<file path="config.mk">
export PLATFORM = sky130hd
export DESIGN_NAME = qos_snoop_regs
export DESIGN_NICKNAME = d
export VERILOG_FILES = /design/src/hdl/qos_snoop_regs.v
export VERILOG_INCLUDE_DIRS = /design/src /design/src/hdl
export SDC_FILE = /design/constraint.sdc
export NUM_CORES = 1
export LEC_CHECK = 0
export ABC_AREA = 1
export BUFFER_PORTS_ARGS = -buffer_cell sky130_fd_sc_hd__buf_2
export CAP_MARGIN = 20
export CORE_AREA = 5 5 95 97
export CTS_BUF_LIST = sky130_fd_sc_hd__clkbuf_8
export DETAILED_ROUTE_END_ITERATION = 8
export DIE_AREA = 0 0 100 102
export GPL_TIMING_DRIVEN = 0
export HOLD_SLACK_MARGIN = 0.08
export PLACE_DENSITY = 0.73
export SYNTH_ARGS = -nofsm -noshare
export SYNTH_HDL_FRONTEND = slang
export SYNTH_SLANG_ARGS = --single-unit
</file>
<file path="constraint.sdc">
create_clock -name CORE_CLK_I -period 1.23 [get_ports CORE_CLK_I]
set_input_delay 0.123 -clock CORE_CLK_I [delete_from_list [all_inputs] [get_ports CORE_CLK_I]]
set_output_delay 0.123 -clock CORE_CLK_I [all_outputs]
set_load 0.005 [all_outputs]
</file>
<file path="src/hdl/qos_snoop_regs.vh">
// Register offsets, field positions and reset values of the global QoS and snooping registers.
`ifndef QOS_SNOOP_REGS_VH
`define QOS_SNOOP_REGS_VH
// Printed offsets are not all multiples of four: each is a word index, byte address is index times four.
`define IDX_DSCP_MAP_3C_3D 12'h35e
`define IDX_DSCP_MAP_3E_3F 12'h35f
`define IDX_MIRROR_SNOOP 12'h370
`define IDX_WRED_COLOUR 12'h378
`define IDX_QUEUE_MGMT 12'h390
`define ADDR_W 14
`define PRIO_LO_LSB 0
`define PRIO_HI_LSB 4
`define SNOOP_IGMP_BIT 6
`define SNOOP_MLD_OPT_BIT 3
`define SNOOP_MLD_EN_BIT 2
`define SNIFF_AND_BIT 0
`define MIRROR_SNOOP_MASK 8'h4d
`define DSCP_MAP_MASK 8'h77
`define WRED_MASK 8'h3f
`define WRED_RST 8'h39
`define QUEUE_MGMT_MASK 32'h000000ff
`define QUEUE_MGMT_RST 32'h00000082
`define FOLD_LSB 6
`define UCAST_DISCARD_BIT 1
`define DSCP_3C 6'h3c
`define DSCP_3D 6'h3d
`define DSCP_3E 6'h3e
`define DSCP_3F 6'h3f
`define NH_HOP 8'h00
`define NH_ICMP 8'h01
`define NH_ICMP6 8'h3a
`define NH_ROUTE 8'h2b
`define NH_FRAG 8'h2c
`define NH_ESP 8'h32
`define NH_AH 8'h33
`define NH_DEST 8'h3c
`endif

</file>
<file path="src/hdl/qos_snoop_regs.v">
// Global QoS, snooping, mirroring and queue-folding registers with their decision logic.
//
// Register access over Avalon-MM was left to the implementer.
`timescale 1ns/1ps
`include "qos_snoop_regs.vh"
// Functional notes
// [RQ1] DSCP 3C/3D priority from first map
// [RQ2] DSCP 3E/3F priority from second map
// [RQ3] IGMP snoop enable sends to host
// [RQ4] MLD snoop enable sends to host
// [RQ5] Option set: extension-header next headers qualify
// [RQ6] Option clear: ICMP next headers qualify
// [RQ7] Sniff select set: source and destination
// [RQ8] Sniff select clear: source or destination
// [RQ9] Red colour field, reset 11b
// [RQ10] Yellow colour field, reset 10b
// [RQ11] Green colour field, reset 01b
// [RQ12] Fold applies only in two-queue mode
// [RQ13] Fold 00: only priority 3 high
// [RQ14] Fold 10 reset: priorities 2,3 high
// [RQ15] Fold 11: priorities 1-3 high
// [RQ16] Discard set: limit to membership ports
// [RQ17] Discard clear: single destination unlimited
// [RQ18] Mirrored single destination dropped when clear
// [RQ19] Reserved bits read zero, writes ignored
module qos_snoop_regs #(
  parameter PORTS = 7
) (
  input wire CORE_CLK_I,
  input wire ARST_N_I,
  input wire [`ADDR_W-1:0] AVS_ADDRESS_I,
  input wire AVS_READ_I,
  input wire AVS_WRITE_I,
  input wire [31:0] AVS_WRITEDATA_I,
  input wire [3:0] AVS_BYTEENABLE_I,
  output reg [31:0] AVS_READDATA_O,
  output reg AVS_WAITREQUEST_O,
  output reg [1:0] AVS_RESPONSE_O,
  // Frame classification inputs from the same clock domain.
  input wire [5:0] DSCP_I,
  input wire IS_IP_I,
  input wire IS_IGMP_I,
  input wire IS_IPV6_I,
  input wire [7:0] NEXT_HDR_I,
  input wire [7:0] HOP_NEXT_HDR_I,
  input wire SRC_SNIFFED_I,
  input wire DST_SNIFFED_I,
  input wire [1:0] REGEN_PRIO_I,
  input wire TWO_QUEUE_MODE_I,
  input wire [PORTS-1:0] DEST_PORTS_I,
  input wire [PORTS-1:0] MEMBER_PORTS_I,
  input wire MIRROR_ACTIVE_I,
  output reg [2:0] DSCP_PRIO_O,
  output reg DSCP_PRIO_HIT_O,
  output reg TO_HOST_O,
  output reg MIRROR_O,
  output reg HIGH_QUEUE_O,
  output reg [PORTS-1:0] FWD_PORTS_O,
  output reg DROP_O,
  output reg [1:0] WRED_RED_O,
  output reg [1:0] WRED_YELLOW_O,
  output reg [1:0] WRED_GREEN_O
);

// ==========================================================================
// Register bus slave
// ==========================================================================
reg [7:0] map_3c_q;
reg [7:0] map_3e_q;
reg [7:0] snoop_q;
reg [7:0] wred_q;
reg [31:0] qmgmt_q;
reg ack_q;
// Word index from the byte address; the two low address bits are ignored.
wire [11:0] idx = AVS_ADDRESS_I[`ADDR_W-1:2];
wire req = (AVS_READ_I | AVS_WRITE_I) & ~ack_q;
wire hit_3c = idx == `IDX_DSCP_MAP_3C_3D;
wire hit_3e = idx == `IDX_DSCP_MAP_3E_3F;
wire hit_sn = idx == `IDX_MIRROR_SNOOP;
wire hit_wr = idx == `IDX_WRED_COLOUR;
wire hit_qm = idx == `IDX_QUEUE_MGMT;
wire hit_any = hit_3c | hit_3e | hit_sn | hit_wr | hit_qm;
// Only byte lane 0 carries live bits, so its enable alone gates a write.
wire wr = req & AVS_WRITE_I & AVS_BYTEENABLE_I[0];
reg [31:0] rd_d;

// [RQ19] Reserved read zero.
always @* begin
  rd_d = 32'h00000000;
  if (hit_3c) rd_d = {24'h000000, map_3c_q};
  if (hit_3e) rd_d = {24'h000000, map_3e_q};
  if (hit_sn) rd_d = {24'h000000, snoop_q};
  if (hit_wr) rd_d = {24'h000000, wred_q};
  if (hit_qm) rd_d = qmgmt_q;
end

// One wait cycle on every access; the answer comes on the second edge of the request.
// The ack flag blocks a second take of the same request while the master still holds it.
always @(posedge CORE_CLK_I or negedge ARST_N_I) begin
  if (!ARST_N_I) begin
    ack_q <= 1'b0;
    AVS_WAITREQUEST_O <= 1'b1;
  end else begin
    ack_q <= req;
    AVS_WAITREQUEST_O <= ~req;
  end
end

// Read data and response hold until the next access is taken.
always @(posedge CORE_CLK_I or negedge ARST_N_I) begin
  if (!ARST_N_I) begin
    AVS_READDATA_O <= 32'h00000000;
    AVS_RESPONSE_O <= 2'h0;
  end else if (req) begin
    AVS_READDATA_O <= AVS_READ_I ? rd_d : 32'h00000000;
    AVS_RESPONSE_O <= hit_any ? 2'h0 : 2'h3;
  end
end

// [RQ1] First priority map.
always @(posedge CORE_CLK_I or negedge ARST_N_I) begin
  if (!ARST_N_I) begin
    map_3c_q <= 8'h00;
  end else if (wr & hit_3c) begin
    // [RQ19] Reserved writes ignored.
    map_3c_q <= AVS_WRITEDATA_I[7:0] & `DSCP_MAP_MASK;
  end
end

// [RQ2] Second priority map.
always @(posedge CORE_CLK_I or negedge ARST_N_I) begin
  if (!ARST_N_I) begin
    map_3e_q <= 8'h00;
  end else if (wr & hit_3e) begin
    // [RQ19] Reserved writes ignored.
    map_3e_q <= AVS_WRITEDATA_I[7:0] & `DSCP_MAP_MASK;
  end
end

// [RQ3] [RQ4] Snoop and sniff controls.
always @(posedge CORE_CLK_I or negedge ARST_N_I) begin
  if (!ARST_N_I) begin
    snoop_q <= 8'h00;
  end else if (wr & hit_sn) begin
    // [RQ19] Reserved writes ignored.
    snoop_q <= AVS_WRITEDATA_I[7:0] & `MIRROR_SNOOP_MASK;
  end
end

// [RQ9] [RQ10] [RQ11] Colour fields, resets.
always @(posedge CORE_CLK_I or negedge ARST_N_I) begin
  if (!ARST_N_I) begin
    wred_q <= `WRED_RST;
  end else if (wr & hit_wr) begin
    // [RQ19] Reserved writes ignored.
    wred_q <= AVS_WRITEDATA_I[7:0] & `WRED_MASK;
  end
end

// [RQ12] [RQ16] Fold and discard controls.
// Bits 5:2 and 0 are read/write storage with no effect on forwarding.
always @(posedge CORE_CLK_I or negedge ARST_N_I) begin
  if (!ARST_N_I) begin
    qmgmt_q <= `QUEUE_MGMT_RST;
  end else if (wr & hit_qm) begin
    // [RQ19] Upper reserved bits ignored.
    qmgmt_q <= {24'h000000, AVS_WRITEDATA_I[7:0]} & `QUEUE_MGMT_MASK;
  end
end

// ==========================================================================
// Frame decisions
// ==========================================================================
function ext_hdr;
  input [7:0] nh;
  begin
    ext_hdr = (nh == `NH_ROUTE) |
              (nh == `NH_FRAG) |
              (nh == `NH_ESP) |
              (nh == `NH_AH) |
              (nh == `NH_DEST);
  end
endfunction

function icmp_hdr;
  input [7:0] nh;
  begin
    icmp_hdr = (nh == `NH_ICMP) |
               (nh == `NH_ICMP6);
  end
endfunction

reg [2:0] prio_d;
reg prio_hit_d;
reg mld_d;
reg high_d;
reg fold_high;
// Single destination means exactly one bit set: clearing the lowest set bit must leave nothing.
wire ucast = (DEST_PORTS_I != {PORTS{1'b0}}) & ((DEST_PORTS_I & (DEST_PORTS_I - 1'b1)) == {PORTS{1'b0}});
wire discard = qmgmt_q[`UCAST_DISCARD_BIT];
wire [1:0] fold = qmgmt_q[`FOLD_LSB+1:`FOLD_LSB];
wire ext_direct = ext_hdr(NEXT_HDR_I);
wire ext_hop = (NEXT_HDR_I == `NH_HOP) & ext_hdr(HOP_NEXT_HDR_I);
wire icmp_direct = icmp_hdr(NEXT_HDR_I);
wire icmp_hop = (NEXT_HDR_I == `NH_HOP) & icmp_hdr(HOP_NEXT_HDR_I);

// [RQ1] [RQ2] DSCP priority lookup.
always @* begin
  prio_d = 3'h0;
  prio_hit_d = IS_IP_I;
  case (DSCP_I)
    `DSCP_3C: prio_d = map_3c_q[`PRIO_LO_LSB+2:`PRIO_LO_LSB];
    `DSCP_3D: prio_d = map_3c_q[`PRIO_HI_LSB+2:`PRIO_HI_LSB];
    `DSCP_3E: prio_d = map_3e_q[`PRIO_LO_LSB+2:`PRIO_LO_LSB];
    `DSCP_3F: prio_d = map_3e_q[`PRIO_HI_LSB+2:`PRIO_HI_LSB];
    default: prio_hit_d = 1'b0;
  endcase
end

// [RQ5] [RQ6] MLD criteria select.
always @* begin
  mld_d = 1'b0;
  if (snoop_q[`SNOOP_MLD_OPT_BIT]) begin
    mld_d = ext_direct | ext_hop;
  end else begin
    mld_d = icmp_direct | icmp_hop;
  end
end

// [RQ13] [RQ14] [RQ15] Fold codes.
// Code 01 is not for software; it folds like 00 so a stray write still gives a defined queue.
always @* begin
  fold_high = 1'b0;
  case (fold)
    2'h3: fold_high = REGEN_PRIO_I != 2'h0;
    2'h2: fold_high = REGEN_PRIO_I[1];
    2'h1: fold_high = REGEN_PRIO_I == 2'h3;
    default: fold_high = REGEN_PRIO_I == 2'h3;
  endcase
end

// [RQ12] Fold only in two-queue mode.
always @* begin
  high_d = TWO_QUEUE_MODE_I & fold_high;
end

// ==========================================================================
// Registered frame outputs
// ==========================================================================
// Each output has its own register, so every top-level output comes straight from a flip-flop.
// [RQ3] IGMP snoop qualify.
wire igmp_snoop = snoop_q[`SNOOP_IGMP_BIT] & IS_IGMP_I;
// [RQ4] MLD snoop qualify.
wire mld_snoop = snoop_q[`SNOOP_MLD_EN_BIT] & IS_IPV6_I & mld_d;
// [RQ7] Both sides match.
wire sniff_and = SRC_SNIFFED_I & DST_SNIFFED_I;
// [RQ8] Either side matches.
wire sniff_or = SRC_SNIFFED_I | DST_SNIFFED_I;
// Frames with several destinations are always limited, whatever the discard bit says.
wire limit = discard | ~ucast;
// [RQ18] Mirrored unicast drop.
wire drop_d = ~discard & ucast & MIRROR_ACTIVE_I;
wire [PORTS-1:0] fwd_d;
genvar p;

// The per-port mask is one gate per port, so the generated loop stays flat.
generate
  for (p = 0; p < PORTS; p = p + 1) begin : g_fwd
    // [RQ16] [RQ17] Port forward gate.
    assign fwd_d[p] = DEST_PORTS_I[p] & (MEMBER_PORTS_I[p] | ~limit);
  end
endgenerate

// [RQ1] [RQ2] Priority lookup result.
always @(posedge CORE_CLK_I or negedge ARST_N_I) begin
  if (!ARST_N_I) begin
    DSCP_PRIO_O <= 3'h0;
    DSCP_PRIO_HIT_O <= 1'b0;
  end else begin
    DSCP_PRIO_O <= prio_d;
    DSCP_PRIO_HIT_O <= prio_hit_d;
  end
end

// [RQ3] [RQ4] Snoop to host.
always @(posedge CORE_CLK_I or negedge ARST_N_I) begin
  if (!ARST_N_I) begin
    TO_HOST_O <= 1'b0;
  end else begin
    TO_HOST_O <= igmp_snoop | mld_snoop;
  end
end

// [RQ7] [RQ8] Sniff filter mode.
always @(posedge CORE_CLK_I or negedge ARST_N_I) begin
  if (!ARST_N_I) begin
    MIRROR_O <= 1'b0;
  end else if (snoop_q[`SNIFF_AND_BIT]) begin
    MIRROR_O <= sniff_and;
  end else begin
    MIRROR_O <= sniff_or;
  end
end

// [RQ12] Folded queue select.
always @(posedge CORE_CLK_I or negedge ARST_N_I) begin
  if (!ARST_N_I) begin
    HIGH_QUEUE_O <= 1'b0;
  end else begin
    HIGH_QUEUE_O <= high_d;
  end
end

// [RQ16] [RQ17] Forwarding set.
always @(posedge CORE_CLK_I or negedge ARST_N_I) begin
  if (!ARST_N_I) begin
    FWD_PORTS_O <= {PORTS{1'b0}};
  end else begin
    FWD_PORTS_O <= fwd_d;
  end
end

// [RQ18] Drop flag.
// Drop is a level for the frame seen at the inputs one cycle earlier.
always @(posedge CORE_CLK_I or negedge ARST_N_I) begin
  if (!ARST_N_I) begin
    DROP_O <= 1'b0;
  end else begin
    DROP_O <= drop_d;
  end
end

// [RQ9] [RQ10] [RQ11] Colour outputs.
// Colour fields go out as levels so downstream logic needs no bus access.
always @(posedge CORE_CLK_I or negedge ARST_N_I) begin
  if (!ARST_N_I) begin
    WRED_RED_O <= 2'h3;
    WRED_YELLOW_O <= 2'h2;
    WRED_GREEN_O <= 2'h1;
  end else begin
    WRED_RED_O <= wred_q[5:4];
    WRED_YELLOW_O <= wred_q[3:2];
    WRED_GREEN_O <= wred_q[1:0];
  end
end

endmodule // qos_snoop_regs

</file>
==> impl_metrics.ini, run 1 <==
[detailed_routing]
avgViaCountPerCell = 4.76
met2RoutedLength_um = 5170
detailroute.via_count = 3301
drt_wl_total_um = 9930
met3_length_um = 609
drt-pass1-iter-count = 4
drt_drc_violations_left = 0
routedLengthMet1_um = 3900
initialDrtViolationCount = 130
routed_wire_length_per_instance_um = 14.3
detail-route-antenna-nets = 0
top_layer_used = met4

[global_routing]
globalRoute.totalOverflow = 0
grt_antenna_before_repair = 0
first_pass_grt_wire_length_um = 16300
groute.usage.overall = 0.201
grt_max_degree = 40
grt_pass1_vias = 3475

[hold_path]
holdCritPathClass = input pin to flop
hold_depth = 3
hp-start = DSCP_I[2]
hold_path_end = DSCP_PRIO_HIT_O$_DFF_PN0_

[sta]
fin_crit_ns = 1.23
worst_slack_ns = 0.000707
setup-violations-final = 0
grt_setup_unrepaired = yes
worst_pin_slew_ns = 0.586
fmax_ghz = 0.813
skew_ns = 0.0107
fin_crit_sh = 0.999
fin_worst_hold_slack_ns = 0.0475
relSlewSlack = 0.609
slew_viol_final = 0
number_of_failing_hold_endpoints_at_the_final_stage = 0

[yosys]
synthFlopType = dfrtp_1
syn-instance-count = 418
sequential_share_of_the_synthesized_area = 0.455
yosysWarnings = 0
syn_avg_cell_area_sq_um = 8.23
yosys_register_bits = 62
post_synth_instance_area_sq_mm = 0.00344
synth_cell_types = 32
count_of_flip_flops_with_a_built_in_enable_after_synthesis = 0
ys_async_sr_fraction = 1.00

[outcome]
run_status = completed

[worst_setup_path]
rr_worst_depth = 7
worst_r2r_endpoint = map_3e_q[2]$_DFFE_PN0P_
worst-path-max-fanout = 6
launch_point_of_the_worst_reg_to_reg_path = ack_q$_DFF_PN0_
critical_path.startpoint_type = flop
element_type_at_the_critical_path_end = flop
reg2reg_setup_slack_ns = 0.0007
path_class = flop to flop
cp_data_required_time_ns = 1.46
worst_ep_arrival_time_ns = 1.46

[finish]
layout.area.seq_sq_mm = 0.00157
most_used_cells_in_the_layout_excluding_fill_and_tap_cells = 100 x buf_2, 99 x nand2_1, 51 x dfrtp_1
multi_input_area_sq_mm = 0.00164
final_common_cell = buf_2
layout.nets = 683
areaGrowthSynthToFinish_pct = 40.9
layout.filler_cells = 704
layout-drive-gt1-share = 0.396
antennaDiodeCount = 0

[floorplan]
start_util = 0.428
fp.dieH_um = 102
chipWidth_um = 100
core_sq_mm = 0.00805
design.die.area_sq_mm = 0.0102
pin_count = 155
fp-row-count = 33

[place]
hpwl_um = 7060
pre_cts_ws_ns = -0.258
i_o_buffers = 101
place_congestion = 0.888

[flow_run]
maxCapViolCount = 0

[cts]
root_buffer = clkbuf_8
htree_levels = 3
cts.sink_count = 62
cts.path.max_buffers = 2
tritoncts = done
cts_made_buffers = 9
clkSlewWorstSetupHoldPaths_ns = 0.07
worst_skew_pair.late_latency_ns = 0.35

[pwr]
total_leakage_power_uw = 0.00269
max-vdd-ir-drop_v = 0.000618
power_density_mw_per_mm2 = 951
cell type report:
type / count / area share
multi-input combinational: 297 / 0.338
sequential: 62 / 0.323
timing repair buffer: 133 / 0.178
buffer: 30 / 0.0514
inverter: 51 / 0.0400
clock buffer: 10 / 0.0284
tap: 105 / 0.0271
clock inverter: 6 / 0.0145
repair_timing:
action	CTS	global route
hold buffers	27	0
setup endpoints to repair	39	43
pin swaps	3	2
gates cloned	2	0
resized for setup	14	32
endpoints found under the hold margin	36	0
buffers inserted	3	2
worst max-delay path, stage by stage (launching register included):
cell and delay (ns):
dfrtp_1 0.38, inv_2 0.08, nand2_4 0.07, nor2_8 0.19, nand2_4 0.12, buf_12 0.17
nand2_4 0.05, o21ai_2 0.04
registers in the layout, indices dropped and copies added, names as in the netlist, 3 cells and up:
| register | cells |
|---|---|
| AVS_READDATA_O | 8 |
| DSCP_PRIO_O | 3 |
| FWD_PORTS_O | 7 |
| map_3c_q | 6 |
| map_3e_q | 6 |
| qmgmt_q | 8 |
| snoop_q | 4 |
| wred_q | 6 |
cells by family (layout without fill, tap and decap cells):
logic type,Yosys count,in the layout,share of synthesized area
flops,62,62,0.455
compound gates,61,61,0.121
fa+ha+maj,1,1,0.00291
simple gates,211,211,0.292
other cells,1,24,0.00109
buf+inv,82,230,0.128
power by group:
group / internal, uW / switching [uW] / total [uW]
combinational: 299 / 352 / 651
sequential: 2080 / 14.8 / 2090
clock: 1000 / 866 / 1870
total: 3380 / 1230 / 4610
Yosys cell counts (2+ instances only):
cell / instances / area share
o21ai_0: 12 / 0.017
nor2_2: 4 / 0.0073
dfrtp_1: 51 / 0.37
o21bai_1: 3 / 0.0065
o2111ai_1: 4 / 0.010
inv_2: 3 / 0.0033
nor3b_1: 2 / 0.0044
nor2_1: 33 / 0.036
dfstp_2: 11 / 0.084
a21oi_1: 4 / 0.0058
and2_4: 2 / 0.0051
o21a_1: 8 / 0.017
nand2_1: 108 / 0.12
nand4_1: 19 / 0.035
o21ai_1: 11 / 0.016
nor2_8: 2 / 0.012
o21ai_2: 18 / 0.046
buf_4: 25 / 0.055
inv_1: 47 / 0.051
nand2_4: 2 / 0.0065
nand3_1: 20 / 0.029
buf_6: 5 / 0.016
nand2_2: 15 / 0.027
stage by stage:
step | instances | utilization | TNS, ns | area (sq um) | power [uW]
after detailed placement | 648 | 0.520 | -5.34 | 4190 | 2670
final | 694 | 0.602 | 0 | 4850 | 4610
after global routing | 694 | 0.602 | -0.568 | 4850 | 4790
after global placement | 647 | 0.517 | -10.59 | 4170 | 2650
after floorplan | 441 | - | 0 | 3530 | 2400
after CTS | 696 | 0.594 | -0.127 | 4780 | 4610
worst max path at each step:
stage	start	to	slack [ns]	cells after the start
global route	ack_q$_DFF_PN0_	map_3c_q[2]$_DFFE_PN0P_	-0.07	7
CTS	ack_q$_DFF_PN0_	map_3c_q[2]$_DFFE_PN0P_	-0.02	7
detailed placement	AVS_ADDRESS_I[13]	AVS_READDATA_O[2]$_DFFE_PN0P_	-0.26	10
floorplan	ack_q$_DFF_PN0_	qmgmt_q[5]$_DFFE_PN0P_	0.09	7
global placement	AVS_ADDRESS_I[13]	AVS_READDATA_O[0]$_DFFE_PN0P_	-0.23	10
finish	ack_q$_DFF_PN0_	map_3e_q[2]$_DFFE_PN0P_	0.0007	7
per-layer routing:
layer / vias to the layer above / track usage
li1: 1638 / -
met2: 103 / 0.368
met4: 0 / 0.0870
met3: 22 / 0.0355
met5: - / 0
met1: 1538 / 0.231
Note: power is estimated with default switching activity, not from simulation.
==> run 2: changes to the inputs <==
- MAX_ROUTING_LAYER: not set -> met4
==> run 2 against run 1 <==
The flow now finishes with violations (negative setup slack). Sequential power about the same. Clock-buffer cell count decreased by 1. Routed wire length down 1.5%. Fmax shrank 0.75%. Combinational power barely moved. Flip-flop and latch count unchanged. Final cell count increased by 0.29%. Clock skew fell by 0.0042 ns. Worst setup slack got worse by 0.0093 ns. Critical path type unchanged. Largest power group unchanged. Highest routed layer unchanged.
==> impl_metrics.ini, run 2 (synthesized netlist as in run 1, its figures left out) <==
[pwr]
max-vdd-ir-drop_v = 0.000517
total_leakage_power_uw = 0.00271
power_density_mw_per_mm2 = 962

[place]
i_o_buffers = 101
place_congestion = 0.903
placed_cells_incl_taps = 648
hpwl_um = 6800
postPlaceCellArea_sq_mm = 0.00419
pre_cts_ws_ns = -0.224

[worst_setup_path]
launch_point_of_the_worst_reg_to_reg_path = ack_q$_DFF_PN0_
worst_r2r_endpoint = qmgmt_q[6]$_DFFE_PN0P_
worst_ep_arrival_time_ns = 1.45
critical_path.startpoint_type = flop
worst-path-max-fanout = 6
cp_data_required_time_ns = 1.44
path_class = flop to flop
element_type_at_the_critical_path_end = flop
cp-startpoint = ack_q$_DFF_PN0_
rr_worst_depth = 7
reg2reg_setup_slack_ns = -0.009
crit_end = qmgmt_q[6]$_DFFE_PN0P_

[sta]
grt_setup_unrepaired = yes
skew_ns = 0.00651
worst_slack_ns = -0.00860
worst_pin_slew_ns = 0.544
fin_crit_sh = 1.01
fin_crit_ns = 1.24
fmax_ghz = 0.807
fin_setup_tns_ns = -0.0167
number_of_failing_hold_endpoints_at_the_final_stage = 0
relSlewSlack = 0.637
setup-violations-final = 2
slew_viol_final = 0

[cts]
cts.path.max_buffers = 2
htree_levels = 3
clkSlewWorstSetupHoldPaths_ns = 0.07
root_buffer = clkbuf_8
worst_skew_pair.late_latency_ns = 0.34
tritoncts = done
cts.sink_count = 62
cts_made_buffers = 9

[floorplan]
fp-row-count = 33
start_util = 0.428
core_sq_mm = 0.00805
design.die.area_sq_mm = 0.0102
fp.dieH_um = 102
pin_count = 155
chipWidth_um = 100

[hold_path]
holdCritPathClass = input pin to flop

[detailed_routing]
initialDrtViolationCount = 101
drt_drc_violations_left = 0
detail-route-antenna-nets = 0
avgViaCountPerCell = 4.83
detailroute.via_count = 3359
drt_wl_total_um = 9770
drt-pass1-iter-count = 4
routed_wire_length_per_instance_um = 14.0

[global_routing]
first_pass_grt_wire_length_um = 15600
grtUsageMet3 = 0.0403
groute.usage.overall = 0.201
grt_max_degree = 41
gr-max-usage-layer = met2
grt_antenna_before_repair = 0
gr_met2_demand_resource = 0.353
grt_pass1_vias = 3363
globalRoute.totalOverflow = 0
met1_usage = 0.219

[finish]
final_common_cell = buf_2
layout.nets = 685
layout-drive-gt1-share = 0.389
final_cells = 696
most_used_cells_in_the_layout_excluding_fill_and_tap_cells = 101 x buf_2, 100 x nand2_1, 51 x dfrtp_1
largestRegisters = AVS_READDATA_O: 8 flops, qmgmt_q: 8 flops, FWD_PORTS_O: 7 flops
antennaDiodeCount = 0
fin_area_sq_mm = 0.00487
areaGrowthSynthToFinish_pct = 41.5
layout.filler_cells = 698

[flow_run]
maxCapViolCount = 0

[outcome]
run_status = finished with violations
failing_checks = negative setup slack
## run 2: worst min-delay path by stage
stage / to / cells after the start / startpoint / slack, ns
CTS: TO_HOST_O$_DFF_PN0_ / 4 / IS_IPV6_I / 0.09
global placement: TO_HOST_O$_DFF_PN0_ / 3 / IS_IGMP_I / 0.33
floorplan: AVS_READDATA_O[0]$_DFFE_PN0P_ / 0 / ARST_N_I / -0.17
detailed placement: WRED_YELLOW_O[0]$_DFF_PN0_ / 1 / ARST_N_I / 0.14
finish: DSCP_PRIO_HIT_O$_DFF_PN0_ / 3 / DSCP_I[2] / 0.05
global route: DSCP_PRIO_HIT_O$_DFF_PN0_ / 3 / DSCP_I[5] / 0.09
## run 2: cell type report
class / instances / area (sq um) / share of cell area
Clock inverter: 7 / 90.1 / 0.0185
Sequential cell: 62 / 1570 / 0.321
Buffer: 30 / 253 / 0.0519
Timing Repair Buffer: 135 / 887 / 0.182
Tap cell: 105 / 131 / 0.0270
Inverter: 51 / 194 / 0.0398
Multi-Input combinational cell: 297 / 1630 / 0.334
Clock buffer: 9 / 124 / 0.0254
## run 2: critical path, stage by stage (launching register included)
cell	delay, ns
dfrtp_1	0.37
inv_2	0.07
nand2_4	0.07
nor2_8	0.19
nand2_4	0.13
buf_8	0.15
nand2_2	0.05
o21ai_1	0.06
## run 2: routing by layer
layer  share of wire  wire length [um]  vias up
li1                -                 -     1645
met1            0.38              3760     1546
met2            0.51              4940      129
met3           0.068               661       39
met4           0.042               408        0
met5               0                 0        -
## run 2: power breakdown
part | switching (uW) | internal [uW]
Sequential | 14.8 | 2080
Combinational | 351 | 298
Clock | 812 | 1130
Total | 1180 | 3510
## run 2: through the flow
step	utilization	total power, uW	hold WS (ns)
floorplan	-	2400	-0.173
global placement	0.517	2650	0.327
detailed placement	0.520	2680	0.138
CTS	0.592	4700	0.0904
global route	0.605	4900	0.0919
finish	0.605	4680	0.0542
## run 2: what timing repair did
action                     4_1_cts  5_1_grt
pin swaps                        3        3
setup endpoints to repair       34       37
gates cloned                     1        1
resized for setup               14       26
buffers inserted                 3        3
hold endpoints to repair        31        0
hold buffers                    27        0
==> run 3: changes to the inputs <==
- BUFFER_PORTS_ARGS: -buffer_cell sky130_fd_sc_hd__buf_2 -> not set
- CORE_AREA: 5 5 95 97 -> 5 5 94 96
- DIE_AREA: 0 0 100 102 -> 0 0 99 101
- DONT_BUFFER_PORTS: not set -> 1
- PLACE_DENSITY: 0.73 -> 0.57
==> run 3 against run 2 <==
The run ends with negative hold slack left. Largest power group unchanged. Sequential power about the same. Combinational power decreased by 32%. Via count decreased by 15%.
==> impl_metrics.ini, run 3 (synthesized netlist as in run 1, its figures left out) <==
[worst_setup_path]
element_type_at_the_critical_path_end = flop
critPathMostFrequentCell = nand2_4
path_delay_family = simple AND/OR/NAND/NOR gates
worst-path-max-fanout = 6
worst_ep_arrival_time_ns = 1.44
path_buf_inv = 2
path_class = flop to flop
path_cells = inv_2, nand2_4, nor2_8, nand2_4, buf_8, nand2_2, o21ai_2
cp_data_required_time_ns = 1.45
critical_path.startpoint_type = flop
crit_slowest_cell = dfrtp_1
cp_slowest_stage_delay_ns = 0.37

[outcome]
failing_checks = negative hold slack
run_status = finished with violations

[hold_path]
holdCritPathClass = input pin to async pin

[finish]
most_used_cells_in_the_layout_excluding_fill_and_tap_cells = 97 x nand2_1, 51 x dfrtp_1, 47 x inv_1
layout.nets = 592
layout-drive-gt1-share = 0.263
final_common_cell = nand2_1
areaGrowthSynthToFinish_pct = 28.5
antennaDiodeCount = 0
post-route-util = 0.555
largestRegisters = AVS_READDATA_O: 8 flops, qmgmt_q: 8 flops, FWD_PORTS_O: 7 flops
layout.filler_cells = 728

[pwr]
power_density_mw_per_mm2 = 1030
max-vdd-ir-drop_v = 0.000660
total_leakage_power_uw = 0.00232
final_total_pwr_uw = 4570

[sta]
slew_viol_final = 0
fin_crit_ns = 1.22
skew_ns = 0.00713
fin_crit_sh = 0.992
number_of_failing_hold_endpoints_at_the_final_stage = 62
setup-violations-final = 0
fin_worst_hold_slack_ns = -0.528
fmax_ghz = 0.819
grt_setup_unrepaired = yes

[detailed_routing]
drt-pass1-iter-count = 4
detailroute.via_count = 2871
routed_wire_length_per_instance_um = 14.0
initialDrtViolationCount = 110
drt_wl_total_um = 8450
detail-route-antenna-nets = 0
drt_drc_violations_left = 0
avgViaCountPerCell = 4.76

[floorplan]
fp-row-count = 33
start_util = 0.432
chipWidth_um = 99
core_sq_mm = 0.00797
fp.dieH_um = 101
pin_count = 155
design.die.area_sq_mm = 0.0100

[place]
hpwl_um = 6130
i_o_buffers = 0
place_congestion = 0.876

[cts]
cts_made_buffers = 9
root_buffer = clkbuf_8
cts.path.max_buffers = 2
hold_buffer_count_at_cts = 33
worst_skew_pair.late_latency_ns = 0.34
cts.sink_count = 62
tritoncts = done
clkSlewWorstSetupHoldPaths_ns = 0.07
htree_levels = 3

[global_routing]
grt_max_degree = 63
grt_pass1_vias = 2709
groute.usage.overall = 0.174
grt_antenna_before_repair = 0
first_pass_grt_wire_length_um = 13200
globalRoute.totalOverflow = 0

[flow_run]
maxCapViolCount = 0
run 3: stage by stage:
step	setup slack, ns	setup TNS, ns	hold slack [ns]	area (sq um)	instances
CTS	-0.0181	-0.0697	-0.547	4320	602
global placement	-0.151	-2.08	-0.171	3660	546
floorplan	0.0901	0	-0.173	3530	441
finish	0.00957	0	-0.528	4420	603
global route	-0.0542	-0.575	-0.547	4420	603
detailed placement	-0.153	-2.63	-0.171	3660	546
run 3: final timing paths:
check                                      start                        to  slack [ns]  depth (start not counted)
setup / recovery                 ack_q$_DFF_PN0_    qmgmt_q[6]$_DFFE_PN0P_        0.01                          7
hold / removal                          ARST_N_I    snoop_q[2]$_DFFE_PN0P_       -0.53                          0
setup reg to reg                 ack_q$_DFF_PN0_    qmgmt_q[6]$_DFFE_PN0P_        0.01                          7
hold reg to reg            wred_q[5]$_DFFE_PN1P_   WRED_RED_O[1]$_DFF_PN1_        0.38                          0
max in group asynchronous               ARST_N_I     wred_q[5]$_DFFE_PN1P_        1.57                          0
min in group CORE_CLK_I                DSCP_I[1]  DSCP_PRIO_O[2]$_DFF_PN0_        0.10                          2
run 3: repair_timing:
action                     4_1_cts  5_1_grt
gates cloned                     1        1
hold endpoints to repair        99       62
buffers inserted                 6        1
setup endpoints to repair       38       40
pin swaps                        4        4
resized for setup               11       24
run 3: layer usage:
metal / wire length, um / vias to the layer above / part of all wire / GRT usage
met3: 632 / 22 / 0.075 / 0.0429
met2: 3930 / 94 / 0.47 / 0.260
li1: - / 1457 / - / -
met4: 223 / 0 / 0.026 / 0.0872
met5: 0 / - / 0 / -
met1: 3660 / 1298 / 0.43 / 0.220
run 3: cell type report:
| class | count | area (sq um) | share of cell area |
|---|---|---|---|
| clock buffers | 11 | 151 | 0.0342 |
| inverters | 51 | 196 | 0.0444 |
| clock inverters | 5 | 75.1 | 0.0170 |
| flip-flops and latches | 62 | 1570 | 0.354 |
| plain buffers | 30 | 254 | 0.0574 |
| repair buffers | 42 | 447 | 0.101 |
| well taps | 105 | 131 | 0.0297 |
| multi-input cells | 297 | 1600 | 0.363 |
run 3: power breakdown:
part / total, uW / leakage, uW / internal [uW] / switching, uW
clock network: 2020 / 0.000118 / 1240 / 783
logic: 444 / 0.00140 / 215 / 229
registers: 2100 / 0.000809 / 2080 / 22.7
total: 4570 / 0.00232 / 3530 / 1030
run 3: worst reg2reg max path, cell delays in order (launching register included):
cell	delay [ns]
dfrtp_1	0.37
inv_2	0.07
nand2_4	0.07
nor2_8	0.21
nand2_4	0.13
buf_8	0.15
nand2_2	0.06
o21ai_2	0.05
